--- src/hdl/tcr_pkg.sv ---
package tcr_pkg;

  // Register offsets (word addresses on the plain register port).
  localparam logic [7:0] TCR_ADDR_THRESH_HIGH = 8'h07;
  localparam logic [7:0] TCR_ADDR_THRESH_LOW  = 8'h08;
  localparam logic [7:0] TCR_ADDR_CH0_CONFIG  = 8'h09;
  localparam logic [7:0] TCR_ADDR_DETECT_CFG  = 8'h20;

  // Reset values.
  localparam logic [15:0] TCR_RESET_THRESH_HIGH = 16'h0000;
  localparam logic [15:0] TCR_RESET_THRESH_LOW  = 16'h0000;
  localparam logic [15:0] TCR_RESET_CH0_CONFIG  = 16'h0000;
  localparam logic [15:0] TCR_RESET_DETECT_CFG  = 16'h0000;

  // Field positions.
  localparam int TCR_LOW_THRESH_LSB = 8;
  localparam int TCR_LOW_THRESH_MSB = 15;
  localparam int TCR_LOW_DCF_LSB    = 0;
  localparam int TCR_LOW_DCF_MSB    = 3;
  localparam int TCR_CH0_PHASE_LSB  = 6;
  localparam int TCR_CH0_PHASE_MSB  = 15;
  localparam int TCR_CH0_DCOFF_BIT  = 2;
  localparam int TCR_CH0_MUX_LSB    = 0;
  localparam int TCR_CH0_MUX_MSB    = 1;
  localparam int TCR_DET_EN_BIT     = 0;
  localparam int TCR_DET_NUM_LSB    = 4;
  localparam int TCR_DET_NUM_MSB    = 6;

  // Writable bit masks; reserved bits are forced to zero.
  localparam logic [15:0] TCR_MASK_THRESH_LOW = 16'hff0f;
  localparam logic [15:0] TCR_MASK_CH0_CONFIG = 16'hffc7;
  localparam logic [15:0] TCR_MASK_DETECT_CFG = 16'h0071;

  // Channel 0 input routing codes.
  typedef enum logic [1:0] {
    TCR_MUX_PINS    = 2'h0,
    TCR_MUX_SHORTED = 2'h1,
    TCR_MUX_POS_DC  = 2'h2,
    TCR_MUX_NEG_DC  = 2'h3
  } tcr_mux_t;

endpackage

--- src/hdl/tcr_regs.sv ---
// The strobed register port is this design's own decision.
`timescale 1ns/10ps
//
// Contract
// - Register 07h holds threshold bits 23 down to 8, all sixteen bits.
// - Register 08h upper byte holds threshold bits 7 down to 0.
// - Reserved bits are read-only and read as zero.
// - Register 08h bits 3:0 hold the global DC filter setting, reset zero.
// - Register 09h bits 15:6 hold signed ten-bit channel 0 phase delay.
// - Bit 2 set turns channel 0 DC filtering off; clear follows global.
// - Bits 1:0 route channel 0 input: pins, shorted, positive or negative test.
// - Reset returns registers 07h, 08h and 09h to zero.
// - Threshold feeds detect mode; detection after a selectable exceedance count.
module tcr_regs
  import tcr_pkg::*;
(
  // Clock and reset.
  input  wire logic        clk,
  input  wire logic        reset,
  // Register port.
  input  wire logic [7:0]  reg_addr,
  input  wire logic [15:0] reg_wdata,
  input  wire logic        reg_write,
  input  wire logic        reg_read,
  output logic      [15:0] reg_rdata,
  // Current-detect interface.
  input  wire logic signed [23:0] sample_magnitude,
  input  wire logic        sample_valid,
  output logic signed [23:0] detect_threshold,
  output logic             detect_event,
  // Channel 0 controls.
  output logic      [3:0]  global_dc_filter_setting,
  output logic signed [9:0] channel0_phase_delay,
  output logic             channel0_dc_filter_off,
  output logic      [3:0]  channel0_dc_filter_eff,
  output logic      [1:0]  channel0_input_select
);

  logic [15:0] high_q;
  logic [15:0] low_q;
  logic [15:0] ch0_q;
  logic [15:0] dcfg_q;
  logic [15:0] rdata_d;
  logic [15:0] rdata_q;
  logic        sel_high;
  logic        sel_low;
  logic        sel_ch0;
  logic        sel_dcfg;
  logic signed [23:0] thresh_now;
  logic        exceed;
  logic        detect_raw;

  assign sel_high = reg_write && (reg_addr == TCR_ADDR_THRESH_HIGH);
  assign sel_low  = reg_write && (reg_addr == TCR_ADDR_THRESH_LOW);
  assign sel_ch0  = reg_write && (reg_addr == TCR_ADDR_CH0_CONFIG);
  assign sel_dcfg = reg_write && (reg_addr == TCR_ADDR_DETECT_CFG);

  // Threshold high word: all bits writable.
  tcr_reg16 #(.RESET_VALUE(TCR_RESET_THRESH_HIGH), .WRITE_MASK(16'hffff)) u_high (
    .clk     (clk),
    .reset   (reset),
    .wr_en   (sel_high),
    .wr_data (reg_wdata),
    .value_q (high_q)
  );

  // Threshold low byte plus DC filter setting; bits 7:4 masked.
  tcr_reg16 #(.RESET_VALUE(TCR_RESET_THRESH_LOW), .WRITE_MASK(TCR_MASK_THRESH_LOW)) u_low (
    .clk     (clk),
    .reset   (reset),
    .wr_en   (sel_low),
    .wr_data (reg_wdata),
    .value_q (low_q)
  );

  // Channel 0 configuration; bits 5:3 masked.
  tcr_reg16 #(.RESET_VALUE(TCR_RESET_CH0_CONFIG), .WRITE_MASK(TCR_MASK_CH0_CONFIG)) u_ch0 (
    .clk     (clk),
    .reset   (reset),
    .wr_en   (sel_ch0),
    .wr_data (reg_wdata),
    .value_q (ch0_q)
  );

  // Detect enable and exceedance count select.
  tcr_reg16 #(.RESET_VALUE(TCR_RESET_DETECT_CFG), .WRITE_MASK(TCR_MASK_DETECT_CFG)) u_dcfg (
    .clk     (clk),
    .reset   (reset),
    .wr_en   (sel_dcfg),
    .wr_data (reg_wdata),
    .value_q (dcfg_q)
  );

  // Halves concatenate with the upper word on top, giving a signed value.
  assign thresh_now = {high_q, low_q[TCR_LOW_THRESH_MSB:TCR_LOW_THRESH_LSB]};

  // Exceedance compares the signed sample against the stored threshold.
  assign exceed = sample_valid && (sample_magnitude > thresh_now);

  tcr_detect_count #(.CNT_W(8)) u_count (
    .clk      (clk),
    .reset    (reset),
    .enable   (dcfg_q[TCR_DET_EN_BIT]),
    .num_sel  (dcfg_q[TCR_DET_NUM_MSB:TCR_DET_NUM_LSB]),
    .exceed   (exceed),
    .detect_q (detect_raw)
  );

  // Read mux; unmapped addresses read zero.
  assign rdata_d = !reg_read                        ? 16'h0000 :
                   (reg_addr == TCR_ADDR_THRESH_HIGH) ? high_q :
                   (reg_addr == TCR_ADDR_THRESH_LOW)  ? low_q :
                   (reg_addr == TCR_ADDR_CH0_CONFIG)  ? ch0_q :
                   (reg_addr == TCR_ADDR_DETECT_CFG)  ? dcfg_q : 16'h0000;

  // Outputs are registered copies, so the downstream view lags a write by one cycle.
  always_ff @(posedge clk) begin
    if (reset) begin
      rdata_q                  <= 16'h0000;
      detect_threshold         <= 24'sh000000;
      global_dc_filter_setting <= 4'h0;
      channel0_phase_delay     <= 10'sh000;
      channel0_dc_filter_off   <= 1'b0;
      channel0_dc_filter_eff   <= 4'h0;
      channel0_input_select    <= 2'h0;
      detect_event             <= 1'b0;
    end else begin
      rdata_q                  <= rdata_d;
      detect_threshold         <= thresh_now;
      global_dc_filter_setting <= low_q[TCR_LOW_DCF_MSB:TCR_LOW_DCF_LSB];
      channel0_phase_delay     <= ch0_q[TCR_CH0_PHASE_MSB:TCR_CH0_PHASE_LSB];
      channel0_dc_filter_off   <= ch0_q[TCR_CH0_DCOFF_BIT];
      channel0_dc_filter_eff   <= ch0_q[TCR_CH0_DCOFF_BIT] ? 4'h0 : low_q[TCR_LOW_DCF_MSB:TCR_LOW_DCF_LSB];
      channel0_input_select    <= ch0_q[TCR_CH0_MUX_MSB:TCR_CH0_MUX_LSB];
      detect_event             <= detect_raw;
    end
  end

  assign reg_rdata = rdata_q;

  // Assertions.
  chk_low_reserved_zero: assert property (@(posedge clk) disable iff (reset)
    reg_read && reg_addr == TCR_ADDR_THRESH_LOW |=> reg_rdata[7:4] == 4'h0)
    else $error("Reserved bits of threshold low register not zero.");

  chk_ch0_reserved_zero: assert property (@(posedge clk) disable iff (reset)
    reg_read && reg_addr == TCR_ADDR_CH0_CONFIG |=> reg_rdata[5:3] == 3'h0)
    else $error("Reserved bits of channel 0 config not zero.");

  chk_high_write_read: assert property (@(posedge clk) disable iff (reset)
    sel_high ##1 (reg_read && reg_addr == TCR_ADDR_THRESH_HIGH && !reg_write)
    |=> reg_rdata == $past(reg_wdata, 2))
    else $error("Threshold high word did not read back.");

  chk_low_thresh_path: assert property (@(posedge clk) disable iff (reset)
    sel_low |=> ##1 detect_threshold[7:0] == $past(reg_wdata[15:8], 2))
    else $error("Threshold low byte not presented.");

  chk_dc_setting_path: assert property (@(posedge clk) disable iff (reset)
    sel_low |=> ##1 global_dc_filter_setting == $past(reg_wdata[3:0], 2))
    else $error("Global DC filter setting not updated.");

  chk_phase_path: assert property (@(posedge clk) disable iff (reset)
    sel_ch0 |=> ##1 channel0_phase_delay == $past(reg_wdata[15:6], 2))
    else $error("Channel 0 phase delay not updated.");

  chk_dc_off_gate: assert property (@(posedge clk) disable iff (reset)
    channel0_dc_filter_off |-> channel0_dc_filter_eff == 4'h0)
    else $error("Channel 0 DC filter active while turned off.");

  chk_mux_path: assert property (@(posedge clk) disable iff (reset)
    sel_ch0 |=> ##1 channel0_input_select == $past(reg_wdata[1:0], 2))
    else $error("Channel 0 input select not updated.");

  chk_reset_zero: assert property (@(posedge clk)
    $past(reset) |-> high_q == 16'h0000 && low_q == 16'h0000 && ch0_q == 16'h0000)
    else $error("Registers not zero after reset.");

  chk_detect_off: assert property (@(posedge clk) disable iff (reset)
    !dcfg_q[TCR_DET_EN_BIT] ##1 !dcfg_q[TCR_DET_EN_BIT] |=> !detect_event)
    else $error("Detection raised while detect mode disabled.");

  // Write followed at once by a read returns the masked value, so the mask is checked at the port.
  chk_low_write_read: assert property (@(posedge clk) disable iff (reset)
    sel_low ##1 (reg_read && reg_addr == TCR_ADDR_THRESH_LOW && !reg_write)
    |=> reg_rdata == ($past(reg_wdata, 2) & TCR_MASK_THRESH_LOW))
    else $error("Threshold low register did not read back.");

  chk_ch0_write_read: assert property (@(posedge clk) disable iff (reset)
    sel_ch0 ##1 (reg_read && reg_addr == TCR_ADDR_CH0_CONFIG && !reg_write)
    |=> reg_rdata == ($past(reg_wdata, 2) & TCR_MASK_CH0_CONFIG))
    else $error("Channel 0 config did not read back.");

  // A register must not move unless its own address is written.
  chk_high_hold: assert property (@(posedge clk) disable iff (reset)
    !sel_high |=> high_q == $past(high_q))
    else $error("Threshold high word changed without a write.");

  chk_low_hold: assert property (@(posedge clk) disable iff (reset)
    !sel_low |=> low_q == $past(low_q))
    else $error("Threshold low register changed without a write.");

  chk_ch0_hold: assert property (@(posedge clk) disable iff (reset)
    !sel_ch0 |=> ch0_q == $past(ch0_q))
    else $error("Channel 0 config changed without a write.");

  chk_reserved_stored: assert property (@(posedge clk) disable iff (reset)
    low_q[7:4] == 4'h0 && ch0_q[5:3] == 3'h0)
    else $error("Reserved bits stored as nonzero.");

  chk_eff_follows: assert property (@(posedge clk) disable iff (reset)
    !channel0_dc_filter_off |-> channel0_dc_filter_eff == global_dc_filter_setting)
    else $error("Channel 0 DC filter does not follow the global setting.");

  chk_thresh_concat: assert property (@(posedge clk) disable iff (reset)
    !$past(reset) |-> detect_threshold == {$past(high_q), $past(low_q[15:8])})
    else $error("Threshold concatenation wrong.");

endmodule // tcr_regs

--- src/hdl/tcr_reg16.sv ---
`timescale 1ns/10ps
module tcr_reg16
  import tcr_pkg::*;
#(
  parameter logic [15:0] RESET_VALUE = 16'h0000,
  parameter logic [15:0] WRITE_MASK  = 16'hffff
) (
  // Clock and reset.
  input  wire logic        clk,
  input  wire logic        reset,
  // Write side.
  input  wire logic        wr_en,
  input  wire logic [15:0] wr_data,
  // Stored value.
  output logic      [15:0] value_q
);

  logic [15:0] value_d;

  assign value_d = wr_en ? (wr_data & WRITE_MASK) : value_q;

  always_ff @(posedge clk) begin
    if (reset) begin
      value_q <= RESET_VALUE;
    end else begin
      value_q <= value_d;
    end
  end

endmodule // tcr_reg16

--- src/hdl/tcr_detect_count.sv ---
`timescale 1ns/10ps
module tcr_detect_count
  import tcr_pkg::*;
#(
  parameter int CNT_W = 8
) (
  // Clock and reset.
  input  wire logic        clk,
  input  wire logic        reset,
  // Control.
  input  wire logic        enable,
  input  wire logic [2:0]  num_sel,
  input  wire logic        exceed,
  // Result.
  output logic             detect_q
);

  logic [CNT_W-1:0] count_q;
  logic [CNT_W-1:0] count_d;
  logic [CNT_W-1:0] target;
  logic             hit;

  // Exceedance target is a power of two from 1 to 128.
  assign target  = CNT_W'(1) << num_sel;
  assign hit     = enable && exceed && ((count_q + CNT_W'(1)) >= target);
  assign count_d = (!enable || hit) ? '0 : (exceed ? count_q + CNT_W'(1) : count_q);

  always_ff @(posedge clk) begin
    if (reset) begin
      count_q  <= '0;
      detect_q <= 1'b0;
    end else begin
      count_q  <= count_d;
      detect_q <= hit;
    end
  end

endmodule // tcr_detect_count

--- config.mk ---
export PLATFORM = sky130hd
export DESIGN_NAME = tcr_regs
export DESIGN_NICKNAME = d
export VERILOG_FILES = /design/src/hdl/tcr_pkg.sv /design/src/hdl/tcr_regs.sv /design/src/hdl/tcr_reg16.sv /design/src/hdl/tcr_detect_count.sv
export SDC_FILE = /design/constraint.sdc
export NUM_CORES = 1
export LEC_CHECK = 0
export ABC_AREA = 1
export BUFFER_PORTS_ARGS = -buffer_cell sky130_fd_sc_hd__buf_4
export CORE_UTILIZATION = 35
export CTS_BUF_LIST = sky130_fd_sc_hd__clkbuf_4
export DETAILED_ROUTE_END_ITERATION = 12
export PLACE_DENSITY_LB_ADDON = 0.08
export SETUP_SLACK_MARGIN = 0.2
export SYNTH_ARGS = -nofsm -noshare
export SYNTH_HDL_FRONTEND = slang
export SYNTH_SLANG_ARGS = --single-unit
--- constraint.sdc ---
create_clock -name clk -period 2.7 [get_ports clk]
set_clock_uncertainty 0.15 [all_clocks]
set_input_delay 0 -clock clk [delete_from_list [all_inputs] [get_ports clk]]
set_output_delay 0 -clock clk [all_outputs]
set_load 0.02 [all_outputs]
==> flow_summary.yaml <==
run_status:
  status: "complete, but fails checks"
  violations: "negative hold slack"
placed_design:
  port_buffers: 114
  post-place-ws_ps: 127
  dp.cells: 876
  post-dp-hpwl_mm: 9.76
  gp_congestion: 0.832
timing:
  final.setup.tns_ps: 0
  finalMaxSlewViolations: 0
  fin_crit_ps: 2460
  relSlewSlack_pct: 54.5
  worst_slew_pin_slew_ps: 682
  fmax_ghz: 0.406
  finalHoldViolations: 1
  whs_ps: -43.4
  rsz0062_at_grt: "true"
  setup_violations: 0
  timing.final.crit_share_pct: 91.2
  worst_slack_ps: 239
synth:
  synth_flop_cell: "dfxtp_1"
  syn_inst: 600
  ys_warn_count: 0
  netlist_area_um2: 4850
  synth_top_family_by_area: "simple AND/OR/NAND/NOR gates"
  synth_nets: 686
  synth-simple-area-share_pct: 18.2
  synth-xor-area-share_pct: 1.08
  ys_ff_latch: 116
  syn_avg_cell_area_um2: 8.08
  synth_cell_types: 33
  synth_compound_gate_area_share_pct: 15.1
  synth_edf_count: 0
  synth-seq-area-share_pct: 47.9
  synth_fa_ha_area_share_pct: 8.52
  muxShareOfSynthArea_pct: 0
  async_flop_share_pct: 0
clocking:
  htree_levels: 4
  root_buffer: "clkbuf_4"
  tritoncts: "yes"
  clock_sinks: 116
  cts_buffer_depth: 2
  clk_latency_ps: 530
  numCtsBuffers: 17
  path_clk_slew_ps: 100
floorplan:
  fp.dieH_um: 120
  dieArea_um2: 14300
  coreArea_um2: 13300
  rows: 42
  pin_count: 115
  die_w_um: 120
  initial_core_util_pct: 36.3
drt:
  vias: 4407
  wirelength_mm: 13.5
  drt-pass1-iter-count: 6
  wire_per_inst_um: 14.2
  via_per_inst: 4.65
  drc: 0
  drtIter0Drc: 201
  ant_nets: 0
setup_path:
  worst-setup-path-type: "flip-flop to flip-flop"
  worstPathRequired_ps: 2980
  critPathArrivalTime_ps: 2740
  cp-start-kind: "flip-flop"
  critPathCaptureType: "flip-flop"
  critPathMaxFanout: 8
global_routing:
  track_usage_pct: 19.6
  grt_pass1_vias: 4253
  grt_max_degree: 47
  grt_pass1_wl_mm: 21.3
  grt_overflow: 0
  antenna_found_initial: 0
run:
  drv_cap: 0
power_and_ir_drop:
  ir_drop_uv: 210
  pwr_density_cell_nw_per_um2: 487
  p_leak_nw: 3.02
  finalPower_mw: 3.24
cells_and_area:
  synthToLayoutAreaGrowth_pct: 37.0
  diodes: 0
  nNetsFinal: 846
  drive_above_1_share_pct: 24.1
  layoutNonFillerInstCount: 948
  fin_util_pct: 49.7
  fillCellCount: 1343
worst_hold_path:
  hp-class: "input port to flip-flop"
[registers in the layout, indices dropped and copies added (netlist names), 8 cells and up]
register / count
u_count.count_q: 8
u_ch0.value_q: 13
detect_threshold: 24
reg_rdata: 16
channel0_phase_delay: 10
u_low.value_q: 12
u_high.value_q: 16
[what timing repair did]
| action | 4_1_cts | 5_1_grt |
|---|---|---|
| hold buffers | 35 | 3 |
| pin swaps | 0 | 16 |
| gates resized for setup | 5 | 13 |
| endpoints found under the hold margin | 108 | 2 |
| setup endpoints to repair | 9 | 15 |
| buffers inserted | 2 | 2 |
[area by class of cell]
class                      count  area, um2  share of cell area [%]
multi-input combinational    366       2140                    32.3
inverter                      98        368                    5.54
sequential                   116       2330                    35.0
clock inverter                12        139                    2.09
tap                          176        220                    3.32
clock buffer                  19        143                    2.15
timing repair buffer         161       1300                    19.6
[cell usage in the layout, fill, tap and decap left out, types with 3 or more instances in the layout]
cell / synthesis / final
nand2_1: 70 / 67
a21oi_1: 62 / 62
o211ai_1: 3 / 3
nand2_2: 4 / 6
buf_4: 0 / 124
dfxtp_2: 0 / 3
nor2_4: 1 / 6
clkinv_1: 0 / 4
inv_1: 96 / 95
dfxtp_1: 116 / 113
nand3b_1: 3 / 3
ha_1: 33 / 32
o221ai_1: 4 / 4
nand3_2: 2 / 3
xor2_1: 4 / 4
nor2_1: 70 / 67
dlygate4sd3_1: 0 / 37
bufinv_16: 0 / 3
nand3_1: 20 / 19
inv_2: 2 / 3
nor3_1: 3 / 3
clkbuf_4: 0 / 19
nor2_2: 8 / 6
o22ai_1: 8 / 8
nand4_1: 4 / 4
o21ai_0: 53 / 53
[cells by family after synthesis]
group | Yosys count
simple gates | 192
compound gates | 135
buf+inv | 118
flops | 116
fa+ha+maj | 33
xor+xnor | 6
[cell usage after synthesis, types with 3 or more instances]
library cell,instances,area [um2]
o21ai_0,53,265
nand2_2,4,25.0
clkbuf_1,19,71.3
o221ai_1,4,35.0
o22ai_1,8,50.1
nand2_1,70,263
xor2_1,4,35.0
nand3_1,20,100
ha_1,33,413
nor2_2,8,50.1
nor3_1,3,15.0
dfxtp_1,116,2320
nand4_1,4,25.0
nand3b_1,3,22.5
inv_1,96,360
o211ai_1,3,22.5
nor2_1,70,263
a21oi_1,62,310
[routing by layer]
| metal | track usage [%] | vias to the layer above | part of all wire (%) |
|---|---|---|---|
| met1 | 23.3 | 2007 | 44 |
| met3 | 4.85 | 17 | 4.4 |
| met5 | 0 | - | 0 |
| met4 | 8.36 | 0 | 1.7 |
| met2 | 33.5 | 118 | 50 |
| li1 | - | 2265 | - |
[path summary, 6_finish.rpt]
check                           from            endpoint  slack [ps]  depth (start not counted)
hold reg to reg     u_count.detect_q        detect_event         310                          2
hold / removal           reg_addr[6]        reg_rdata[0]         -40                          8
setup reg to reg  u_count.count_q[1]  u_count.count_q[6]         240                         15
setup / recovery  u_count.count_q[1]  u_count.count_q[6]         240                         15
[power by group]
group,total [mW],switching (mW),internal (mW)
Sequential,1.71,0.000970,1.71
Combinational,0.242,0.121,0.120
Clock,1.28,0.639,0.642
Total,3.24,0.761,2.47
[critical path: stages (launching register included)]
cell       delay (ps)
dfxtp_2           360
nand2_2            90
nor2_4            140
nand3_2            70
nand3b_1          180
xor2_1            190
inv_1             110
ha_4              290
nand2_4            50
nor2_4             80
nand4_1            90
o2111ai_1          80
nand2_1            90
nand3b_4          190
nand2_8           140
nor2_2             50
[through the flow]
stage                     hold WS [ps]  area (um2)
after global routing              12.3        6640
after global placement             148        5890
final                            -43.4        6640
after detailed placement           149        5890
after CTS                         1.21        6550
after floorplan                  -1.76        4850
Power figures use the tool's default switching activity.
